File: config.mk
export PLATFORM = sky130hd
export DESIGN_NAME = fan_speed_curve
export DESIGN_NICKNAME = d
export VERILOG_FILES = /design/src/inc/fan_curve_pkg.sv /design/src/logic/fan_speed_curve.sv
export SDC_FILE = /design/constraint.sdc
export NUM_CORES = 2
export LEC_CHECK = 0
export BUFFER_PORTS_ARGS = -buffer_cell sky130_fd_sc_hd__buf_2
export CAP_MARGIN = 0
export CORE_MARGIN = 2
export CORE_UTILIZATION = 40
export DETAILED_ROUTE_END_ITERATION = 16
export GPL_TIMING_DRIVEN = 0
export SLEW_MARGIN = 20
export SYNTH_ARGS = -nofsm -noshare
export SYNTH_HDL_FRONTEND = slang
export SYNTH_SLANG_ARGS = --single-unit
File: constraint.sdc
create_clock -name clk_i -period 25.4 [get_ports clk_i]
set_input_delay 3.81 -clock clk_i [delete_from_list [all_inputs] [get_ports clk_i]]
set_output_delay 3.81 -clock clk_i [all_outputs]
set_load 0.005 [all_outputs]
File: src/inc/fan_curve_pkg.sv
// Constants, register map and carrier types for the fan speed curve block.
// Assumes a single 100 MHz clock domain and a 32-bit APB register port.
package fan_curve_pkg;

  // Register byte offsets
  localparam logic [11:0] OFS_CURVE0 = 12'h000;
  localparam logic [11:0] OFS_CURVE1 = 12'h004;
  localparam logic [11:0] OFS_CURVE2 = 12'h008;
  localparam logic [11:0] OFS_SLOPE1 = 12'h00C;
  localparam logic [11:0] OFS_SLOPE2 = 12'h010;
  localparam logic [11:0] OFS_PULSE = 12'h014;
  localparam logic [11:0] OFS_STATUS = 12'h018;

  // Field positions
  localparam int POS_STOP = 8;
  localparam int POS_NEVER_HALT = 15;
  localparam int POS_CHANGE = 8;
  localparam int POS_STARTUP = 4;
  localparam int POS_SLOPE = 2;
  localparam int POS_OPEN_ON_CLAMP = 1;
  localparam int POS_FULL_ON = 0;
  localparam int POS_LOOP_SEL = 0;
  localparam int POS_LOCK_EN = 3;
  localparam int POS_ST_RUN = 18;
  localparam int POS_ST_OVR = 19;
  localparam int POS_ST_SLOW = 20;
  localparam int POS_ST_OPEN = 21;

  // Curve arithmetic
  localparam logic [9:0] CLAMP_BASE = 10'h101;
  localparam logic [17:0] DUTY_FULL = 18'h00200;
  localparam int CL_SHIFT = 6;
  localparam int OL_SHIFT = 10;

  // Pulse rate select codes
  localparam logic [2:0] RATE_1 = 3'h0;
  localparam logic [2:0] RATE_2_3 = 3'h1;
  localparam logic [2:0] RATE_1_2 = 3'h2;
  localparam logic [2:0] RATE_2 = 3'h3;
  localparam logic [2:0] RATE_3 = 3'h4;
  localparam logic [2:0] RATE_12_5 = 3'h5;
  localparam logic [2:0] RATE_1_3 = 3'h6;

  // Timing: lowest hall frequency in mHz, clock rate, derived longest period
  localparam longint CLK_HZ = 100000000;
  localparam longint HALL_MIN_MHZ = 1670;
  localparam int SLOW_CYC = int'((CLK_HZ * 1000) / HALL_MIN_MHZ);

  // Software configuration carrier
  typedef struct packed {
    logic [7:0] start_threshold;
    logic [6:0] stop_threshold;
    logic never_halt;
    logic [7:0] clamp_threshold;
    logic [7:0] change_point;
    logic [3:0] clamp_hysteresis;
    logic [11:0] startup_speed;
    logic [13:0] first_slope;
    logic open_loop_on_clamp;
    logic full_on_at_low_command;
    logic [13:0] second_slope;
    logic loop_select;
    logic [2:0] pulse_rate_select;
    logic lock_signal_en;
  } cfg_t;

  localparam cfg_t CFG_RESET = '0;

endpackage : fan_curve_pkg

File: src/logic/fan_speed_curve.sv
// Speed command to target mapping and open-drain rotation pulse output.
// Assumes speed command and lock flag come from logic on clk_i; hall is a pin.
`timescale 1ns/1ps

module fan_speed_curve #(
  parameter int CNT_W = 26,
  parameter int SLOW_CYC = fan_curve_pkg::SLOW_CYC,
  parameter int TGT_W = 18
) (
  input wire logic clk_i, // 100 MHz clock
  input wire logic rst_n_i, // Async reset, active low
  input wire logic psel_i, // APB select
  input wire logic penable_i, // APB enable
  input wire logic pwrite_i, // APB write
  input wire logic [11:0] paddr_i, // APB byte address
  input wire logic [31:0] pwdata_i, // APB write data
  output logic [31:0] prdata_o, // APB read data
  output logic pready_o, // APB ready
  output logic pslverr_o, // APB error on unmapped address
  input wire logic [8:0] speed_command_in_i, // Resolved 9-bit command
  input wire logic hall_i, // Hall pin, asynchronous
  input wire logic lock_detect_i, // Motor lock detected
  output logic [TGT_W-1:0] target_o, // Target rpm or duty count
  output logic open_loop_o, // Target is a duty
  output logic motor_en_o, // Motor output enabled
  output logic rotation_pulse_out_o, // Open-drain data, always low
  output logic rotation_pulse_out_oe_o // High pulls pin low
);

  fan_curve_pkg::cfg_t cfg_r;
  logic pready_r;
  logic pslverr_r;
  logic [31:0] prdata_r;
  logic [31:0] rdata_nxt;
  logic map_hit;
  logic run_r;
  logic ovr_r;
  logic [TGT_W-1:0] target_r;
  logic [TGT_W-1:0] target_nxt;
  logic open_nxt;
  logic open_r;
  logic en_r;
  logic [9:0] cmd;
  logic [9:0] start_pt;
  logic [9:0] stop_pt;
  logic [9:0] clamp_pt;
  logic [9:0] change_pt;
  logic [9:0] hys;
  logic hall_m;
  logic hall_s;
  logic hall_d;
  logic hall_rise;
  logic [CNT_W-1:0] per_cnt_r;
  logic [CNT_W-1:0] period_r;
  logic slow_r;
  logic [CNT_W+2:0] acc_r;
  logic [CNT_W+2:0] acc_sum;
  logic [CNT_W+2:0] thr;
  logic [3:0] rate_num;
  logic [2:0] rate_den;
  logic tog_r;
  logic level;
  logic oe_r;
  logic pin_r;

  // Product of slope and command span, scaled per loop type
  function automatic logic [TGT_W-1:0] seg(input logic [9:0] from, input logic [9:0] upto,
                                           input logic [13:0] slope, input logic open);
    logic [23:0] prod;
    prod = '0;
    if (upto > from) begin
      prod = slope * (upto - from);
    end
    seg = open ? TGT_W'(prod >> fan_curve_pkg::OL_SHIFT) : TGT_W'(prod >> fan_curve_pkg::CL_SHIFT);
  endfunction : seg

  // Curve value at a command position above the start point
  function automatic logic [TGT_W-1:0] curve(input fan_curve_pkg::cfg_t c, input logic [9:0] pt,
                                             input logic [9:0] st, input logic [9:0] chg,
                                             input logic open);
    logic [TGT_W-1:0] base;
    logic [TGT_W-1:0] val;
    base = open ? TGT_W'(c.startup_speed[11:4]) : TGT_W'(c.startup_speed);
    if (c.change_point != 8'h00 && pt > chg) begin
      val = base + seg(st, chg, c.first_slope, open) + seg(chg, pt, c.second_slope, open);
    end else begin
      val = base + seg(st, pt, c.first_slope, open);
    end
    if (open && val > fan_curve_pkg::DUTY_FULL) begin
      val = fan_curve_pkg::DUTY_FULL;
    end
    curve = val;
  endfunction : curve

  // Ratio of output pulses to hall cycles as numerator and denominator
  function automatic logic [6:0] rate_ratio(input logic [2:0] sel);
    unique case (sel)
      fan_curve_pkg::RATE_2_3: rate_ratio = {4'h2, 3'h3};
      fan_curve_pkg::RATE_1_2: rate_ratio = {4'h1, 3'h2};
      fan_curve_pkg::RATE_2: rate_ratio = {4'h2, 3'h1};
      fan_curve_pkg::RATE_3: rate_ratio = {4'h3, 3'h1};
      fan_curve_pkg::RATE_12_5: rate_ratio = {4'hC, 3'h5};
      fan_curve_pkg::RATE_1_3: rate_ratio = {4'h1, 3'h3};
      default: rate_ratio = {4'h1, 3'h1};
    endcase
  endfunction : rate_ratio

  // Command positions in the 512 full scale
  assign cmd = {1'b0, speed_command_in_i};
  assign start_pt = {2'h0, cfg_r.start_threshold};
  assign stop_pt = {2'h0, cfg_r.stop_threshold, 1'b0};
  assign clamp_pt = fan_curve_pkg::CLAMP_BASE + {2'h0, cfg_r.clamp_threshold};
  assign change_pt = {1'b0, cfg_r.change_point, 1'b0};
  assign hys = {4'h0, 5'({1'b0, cfg_r.clamp_hysteresis} + 5'h01), 1'b0};

  // APB address decode and read mux
  always_comb begin
    map_hit = 1'b1;
    rdata_nxt = 32'h00000000;
    unique case (paddr_i)
      fan_curve_pkg::OFS_CURVE0: begin
        rdata_nxt[7:0] = cfg_r.start_threshold;
        rdata_nxt[fan_curve_pkg::POS_STOP +: 7] = cfg_r.stop_threshold;
        rdata_nxt[fan_curve_pkg::POS_NEVER_HALT] = cfg_r.never_halt;
      end
      fan_curve_pkg::OFS_CURVE1: begin
        rdata_nxt[7:0] = cfg_r.clamp_threshold;
        rdata_nxt[fan_curve_pkg::POS_CHANGE +: 8] = cfg_r.change_point;
      end
      fan_curve_pkg::OFS_CURVE2: begin
        rdata_nxt[3:0] = cfg_r.clamp_hysteresis;
        rdata_nxt[fan_curve_pkg::POS_STARTUP +: 12] = cfg_r.startup_speed;
      end
      fan_curve_pkg::OFS_SLOPE1: begin
        rdata_nxt[fan_curve_pkg::POS_SLOPE +: 14] = cfg_r.first_slope;
        rdata_nxt[fan_curve_pkg::POS_OPEN_ON_CLAMP] = cfg_r.open_loop_on_clamp;
        rdata_nxt[fan_curve_pkg::POS_FULL_ON] = cfg_r.full_on_at_low_command;
      end
      fan_curve_pkg::OFS_SLOPE2: begin
        rdata_nxt[fan_curve_pkg::POS_SLOPE +: 14] = cfg_r.second_slope;
        rdata_nxt[fan_curve_pkg::POS_LOOP_SEL] = cfg_r.loop_select;
      end
      fan_curve_pkg::OFS_PULSE: begin
        rdata_nxt[2:0] = cfg_r.pulse_rate_select;
        rdata_nxt[fan_curve_pkg::POS_LOCK_EN] = cfg_r.lock_signal_en;
      end
      fan_curve_pkg::OFS_STATUS: begin
        rdata_nxt[TGT_W-1:0] = target_r;
        rdata_nxt[fan_curve_pkg::POS_ST_RUN] = run_r;
        rdata_nxt[fan_curve_pkg::POS_ST_OVR] = ovr_r;
        rdata_nxt[fan_curve_pkg::POS_ST_SLOW] = slow_r;
        rdata_nxt[fan_curve_pkg::POS_ST_OPEN] = open_r;
      end
      default: begin
        map_hit = 1'b0;
      end
    endcase
  end

  // APB handshake: answer in the first access cycle
  always_ff @(posedge clk_i or negedge rst_n_i) begin
    if (!rst_n_i) begin
      pready_r <= 1'b0;
      pslverr_r <= 1'b0;
      prdata_r <= 32'h00000000;
    end else begin
      pready_r <= psel_i && !penable_i;
      pslverr_r <= psel_i && !penable_i && !map_hit;
      if (psel_i && !penable_i && !pwrite_i) begin
        prdata_r <= rdata_nxt;
      end else if (!psel_i) begin
        prdata_r <= 32'h00000000;
      end
    end
  end

  // Configuration writes on the completing access edge
  always_ff @(posedge clk_i or negedge rst_n_i) begin
    if (!rst_n_i) begin
      cfg_r <= fan_curve_pkg::CFG_RESET;
    end else if (psel_i && penable_i && pready_r && pwrite_i) begin
      unique case (paddr_i)
        fan_curve_pkg::OFS_CURVE0: begin
          cfg_r.start_threshold <= pwdata_i[7:0];
          cfg_r.stop_threshold <= pwdata_i[fan_curve_pkg::POS_STOP +: 7];
          cfg_r.never_halt <= pwdata_i[fan_curve_pkg::POS_NEVER_HALT];
        end
        fan_curve_pkg::OFS_CURVE1: begin
          cfg_r.clamp_threshold <= pwdata_i[7:0];
          cfg_r.change_point <= pwdata_i[fan_curve_pkg::POS_CHANGE +: 8];
        end
        fan_curve_pkg::OFS_CURVE2: begin
          cfg_r.clamp_hysteresis <= pwdata_i[3:0];
          cfg_r.startup_speed <= pwdata_i[fan_curve_pkg::POS_STARTUP +: 12];
        end
        fan_curve_pkg::OFS_SLOPE1: begin
          cfg_r.first_slope <= pwdata_i[fan_curve_pkg::POS_SLOPE +: 14];
          cfg_r.open_loop_on_clamp <= pwdata_i[fan_curve_pkg::POS_OPEN_ON_CLAMP];
          cfg_r.full_on_at_low_command <= pwdata_i[fan_curve_pkg::POS_FULL_ON];
        end
        fan_curve_pkg::OFS_SLOPE2: begin
          cfg_r.second_slope <= pwdata_i[fan_curve_pkg::POS_SLOPE +: 14];
          cfg_r.loop_select <= pwdata_i[fan_curve_pkg::POS_LOOP_SEL];
        end
        fan_curve_pkg::OFS_PULSE: begin
          cfg_r.pulse_rate_select <= pwdata_i[2:0];
          cfg_r.lock_signal_en <= pwdata_i[fan_curve_pkg::POS_LOCK_EN];
        end
        default: begin
          cfg_r <= cfg_r;
        end
      endcase
    end
  end

  // Run state: set above start, cleared at or below stop
  always_ff @(posedge clk_i or negedge rst_n_i) begin
    if (!rst_n_i) begin
      run_r <= 1'b0;
    end else if (cmd > start_pt) begin
      run_r <= 1'b1;
    end else if (cmd <= stop_pt) begin
      run_r <= 1'b0;
    end
  end

  // Clamp override with release hysteresis
  always_ff @(posedge clk_i or negedge rst_n_i) begin
    if (!rst_n_i) begin
      ovr_r <= 1'b0;
    end else if (!cfg_r.open_loop_on_clamp) begin
      ovr_r <= 1'b0;
    end else if (cmd > clamp_pt) begin
      ovr_r <= 1'b1;
    end else if (cmd + hys <= clamp_pt) begin
      ovr_r <= 1'b0;
    end
  end

  // Target selection over the whole command range
  always_comb begin
    logic full_on;
    logic [TGT_W-1:0] startup;
    logic [TGT_W-1:0] max_val;
    logic [TGT_W-1:0] full_val;
    full_on = cfg_r.full_on_at_low_command;
    startup = cfg_r.loop_select ? TGT_W'(cfg_r.startup_speed[11:4]) : TGT_W'(cfg_r.startup_speed);
    max_val = curve(cfg_r, clamp_pt, start_pt, change_pt, cfg_r.loop_select);
    full_val = cfg_r.open_loop_on_clamp ? fan_curve_pkg::DUTY_FULL : max_val;
    open_nxt = cfg_r.loop_select;
    target_nxt = '0;
    if (ovr_r || (cfg_r.open_loop_on_clamp && cmd > clamp_pt)) begin
      target_nxt = TGT_W'(cmd);
      open_nxt = 1'b1;
    end else if (cmd > clamp_pt) begin
      target_nxt = max_val;
    end else if (cmd > start_pt) begin
      target_nxt = curve(cfg_r, cmd, start_pt, change_pt, cfg_r.loop_select);
    end else if (cmd == 10'h000) begin
      if (full_on) begin
        target_nxt = full_val;
        open_nxt = cfg_r.loop_select || cfg_r.open_loop_on_clamp;
      end else if (cfg_r.never_halt) begin
        target_nxt = startup;
      end
    end else if (cmd <= stop_pt) begin
      if (cfg_r.never_halt && full_on) begin
        target_nxt = full_val;
        open_nxt = cfg_r.loop_select || cfg_r.open_loop_on_clamp;
      end else if (cfg_r.never_halt) begin
        target_nxt = startup;
      end
    end else begin
      if (cfg_r.never_halt || run_r) begin
        target_nxt = startup;
      end
    end
  end

  // Registered target, loop type and enable
  always_ff @(posedge clk_i or negedge rst_n_i) begin
    if (!rst_n_i) begin
      target_r <= '0;
      open_r <= 1'b0;
      en_r <= 1'b0;
    end else begin
      target_r <= target_nxt;
      open_r <= open_nxt;
      en_r <= target_nxt != '0;
    end
  end

  // Hall synchroniser and edge detect
  always_ff @(posedge clk_i or negedge rst_n_i) begin
    if (!rst_n_i) begin
      hall_m <= 1'b0;
      hall_s <= 1'b0;
      hall_d <= 1'b0;
    end else begin
      hall_m <= hall_i;
      hall_s <= hall_m;
      hall_d <= hall_s;
    end
  end

  assign hall_rise = hall_s && !hall_d;

  // Hall period measurement and low-frequency detect
  always_ff @(posedge clk_i or negedge rst_n_i) begin
    if (!rst_n_i) begin
      per_cnt_r <= '0;
      period_r <= CNT_W'(1);
      slow_r <= 1'b1;
    end else if (hall_rise) begin
      period_r <= per_cnt_r + CNT_W'(1);
      per_cnt_r <= '0;
      slow_r <= (per_cnt_r >= CNT_W'(SLOW_CYC));
    end else if (per_cnt_r >= CNT_W'(SLOW_CYC)) begin
      slow_r <= 1'b1;
    end else begin
      per_cnt_r <= per_cnt_r + CNT_W'(1);
    end
  end

  // Rate ratio and phase accumulator threshold
  assign {rate_num, rate_den} = rate_ratio(cfg_r.pulse_rate_select);
  assign thr = (CNT_W+3)'(rate_den) * (CNT_W+3)'(period_r);
  assign acc_sum = acc_r + (CNT_W+3)'({rate_num, 1'b0});

  // Synthesised pulse train: two toggles per output pulse
  always_ff @(posedge clk_i or negedge rst_n_i) begin
    if (!rst_n_i) begin
      acc_r <= '0;
      tog_r <= 1'b0;
    end else if (acc_sum >= thr) begin
      acc_r <= acc_sum - thr;
      tog_r <= !tog_r;
    end else begin
      acc_r <= acc_sum;
    end
  end

  assign level = (cfg_r.pulse_rate_select == fan_curve_pkg::RATE_1) ? hall_s : tog_r;

  // Open-drain pin drive
  always_ff @(posedge clk_i or negedge rst_n_i) begin
    if (!rst_n_i) begin
      oe_r <= 1'b0;
      pin_r <= 1'b0;
    end else begin
      pin_r <= 1'b0;
      if (cfg_r.lock_signal_en) begin
        oe_r <= lock_detect_i;
      end else if (slow_r) begin
        oe_r <= 1'b0;
      end else begin
        oe_r <= !level;
      end
    end
  end

  // Outputs
  assign prdata_o = prdata_r;
  assign pready_o = pready_r;
  assign pslverr_o = pslverr_r;
  assign target_o = target_r;
  assign open_loop_o = open_r;
  assign motor_en_o = en_r;
  assign rotation_pulse_out_o = pin_r;
  assign rotation_pulse_out_oe_o = oe_r;

endmodule : fan_speed_curve

==> summary.md <==
| Metric | Value |
|---|---|
| Postcts setup bufs | 0 |
| Post-Route Setup TNS | 0 ns |
| Cts hold-fix bufs | 0 |
| Status | complete, no violations |
| Largest family of logic cells by synthesized area | adder cells |
| R2r startpoint | cfg_r[59]$_DFFE_PN0P_ |
| Total clock sinks | 216 |
| Final Cycle Share | 66.33% |
| CP Launch Type | input port |
| Logic gate share of total power | 39.1% |
| Worst path required time | 25.76 ns |
| Unrepaired setup endpoints after global routing | false |
| Max stage delay on crit path | 0.67 ns |
| Die height | 338.5 um |
| Sw Ratio | 35.81% |
| Power Density | 26.44 mW/mm^2 |
| Slew @ Worst Pin | 1.227 ns |
| Tot Pwr | 0.001270 W |
| IR drop worst, VDD | 41.74 uV |
| Avg Inst Size Synth | 8.513 um^2 |
| Post-CTS resize count | 0 |
| Hold Path Origin | hall_m$_DFF_PN0_ |
| Pins Over Slew Limit | 0 |
| GRT Util Overall | 25.65% |
| Most used cell, CP | fa_1 |
| Synthesized area | 0.04474 mm^2 |
| First-pass GRT wire length | 227500 um |
| First-iteration detailed-routing DRC count | 3101 |
| Synth warn | 0 |
| XOR/XNOR Fraction of Synth Area | 5.794% |
| Max-cap violations | 0 |
| Worst hold path type | flip-flop to flip-flop |
| Final WL | 148000 um |
| PortBufs | 87 |
| Antenna violations before repair | 4 |
| Achievable Freq | 59.35 MHz |
| Core box area | 0.1108 mm^2 |
| Complex-gate fraction of the synthesized area | 10.87% |
| Cell taking the most area after synthesis | fa_1 |
| Vias in the first global route | 37459 |
| Core Rows | 122 |
| Dpl hpwl | 124000 um |
| Flop pwr share | 32.3% |
| Drt wl/cell | 21.47 um |
| Horiz. Die Dim | 338.5 um |
| Synth cell count leaders | inv_1 (787), nand2_1 (642), fa_1 (555) |
| Area Overhead vs Synth | 7.355% |
| Post-synth EDFFs | 0 |
| Reg clk slew, reported paths | 0.06 ns |
| Synth Area in Adders | 39.74% |
| Critical path origin | speed_command_in_i[1] |
| Cell count after synthesis | 5256 |
| Final cell utilization of the core | 43.34% |
| Clk_lat worst skew | 0.55 ns |
| Pin count of the biggest net entering global routing | 84 |
| Post-DRT Antenna Nets | 0 |
| DRC viols | 0 |
| Pint | 0.0008152 W |
| Final GP Congestion | 1.009 |
| Initial DRT Pass Iterations | 8 |
| Post-layout nets | 6532 |
| Leak pwr | 23.84 nW |
| Final setup vio count | 0 |
| Top cell type's share of synthesized area | 24.83% |
| CTS max path bufs | 3 |
| Crit end category | flip-flop |
| Worst path arrival time | 17.21 ns |
| Synth unique cells | 98 |
| Top cells by area, synth | fa_1 (25%), ha_1 (15%), dfrtp_1 (12%) |
| CP Class | input port to flip-flop |
| Switch Pwr | 0.0004548 W |
| IO Count | 116 |
| Synth Register Bits | 216 |
| Minimum clock period | 16.85 ns |
| Async SR Flop Fraction | 100.0% |
| Multiplexer share of the synthesized area | 3.789% |
| Worst-path fanout max | 10 |
| Ys flop type | dfrtp_1 |
| Share of cells above drive strength 1 | 6.297% |
| Clock power share | 28.6% |
| Via density | 5.473 |
| Starting density of the core | 40.37% |
| CTS Buf Count | 24 |
| Clock tree from TritonCTS | yes |
| Sequential fraction of the synthesis area | 12.09% |
| Die ar. | 0.1145 mm^2 |
| Number of H-tree levels | 1 |
| Layout Skew | 0.02876 ns |
| Clock root buffer | clkbuf_16 |
| DR vias | 37717 |
| Slowest-stage cell, CP | xnor2_1 |
| Post-Synth Simple-Gate Area | 19.04% |
| Most frequent cell after synthesis | inv_1 |
| Gr ovfl total | 0 |
| Relative slew margins | 17.62% |
| Final hold vios | 0 |
==> area by class of cell <==
type                    count  area (um^2)
well taps                1488         1862
inverters                 788         2958
clock inverters            13        155.1
flip-flops and latches    216         5408
repair buffers             92        520.5
plain buffers             219        927.1
diodes                      5        12.51
fillers                 11249        62790
multi-input cells        4043        35540
clock buffers              28        646.9
==> critical path, delay by kind of cell <==
family | cells | cell delay (ns)
adders and majority gates | 10 | 4.50
AOI/OAI and AO/OA | 13 | 4.08
and+or+nand+nor | 12 | 2.58
buffers and inverters | 7 | 1.17
xor gates and xnor gates | 3 | 1.03
==> layout by cell type (no fill, tap or decap), types with 179 or more instances in the layout <==
master / n
xnor2_1: 179
o21ai_0: 184
clkbuf_1: 189
nand2_1: 642
and2_1: 265
inv_1: 787
ha_1: 533
a21oi_1: 194
dfrtp_1: 214
nor2_1: 298
fa_1: 555
==> through the flow <==
step	cell area, um^2	setup WS [ns]	cells	hold slack [ns]
2_1_floorplan	44780	10.94	5266	0.3312
3_3_place_gp	47080	8.344	6841	0.3342
3_5_place_dp	47210	8.350	6846	0.3404
4_1_cts	48010	8.808	6887	0.3545
5_1_grt	48020	7.964	6888	0.3608
6_report	48030	8.552	6892	0.3518
==> logic make-up after synthesis <==
family	count (synthesis)
other cells	1
simple gates	1747
compound gates	747
flops	216
xor+xnor	296
buf+inv	1007
mux	154
fa+ha+maj	1088
==> layer usage <==
metal / vias to the layer above / GRT usage, % / share of wire (%)
met3: 256 / 3.937 / 8.6
met1: 18710 / 36.58 / 44
li1: 17321 / - / -
met2: 1430 / 40.20 / 44
met5: - / 0 / 0
met4: 0 / 7.361 / 3.4
==> registers in the layout, indices dropped and copies added, names as in the netlist <==
register and count:
run_r 1, ovr_r 1, per_cnt_r 26, slow_r 1
hall_d 1, target_o 18, hall_m 1, period_r 26
rotation_pulse_out_oe_o 1, prdata_o 22, open_loop_o 1, cfg_r 83
motor_en_o 1, hall_s 1, tog_r 1, acc_r 29
pslverr_o 1, pready_o 1
==> power by group through the flow <==
stage	sequential, W	combinational (W)	clock [W]
6_report	0.000410	0.000497	0.000363
5_1_grt	0.000415	0.000562	0.000381
4_1_cts	0.000409	0.000497	0.000369
3_5_place_dp	0.000415	0.000493	0
3_3_place_gp	0.000414	0.000487	0
2_1_floorplan	0.000408	0.000377	0
==> final timing paths <==
path	end	slack, ns	depth (start not counted)
setup / recovery	motor_en_o$_DFF_PN0_	8.55	45
hold / removal	hall_s$_DFF_PN0_	0.35	0
setup reg to reg	motor_en_o$_DFF_PN0_	10.43	45
hold reg to reg	hall_s$_DFF_PN0_	0.35	0
max in group asynchronous	target_o[15]$_DFF_PN0_	21.29	2
min in group asynchronous	acc_r[23]$_DFF_PN0_	3.23	1
Note: power is estimated with default switching activity, not from simulation.
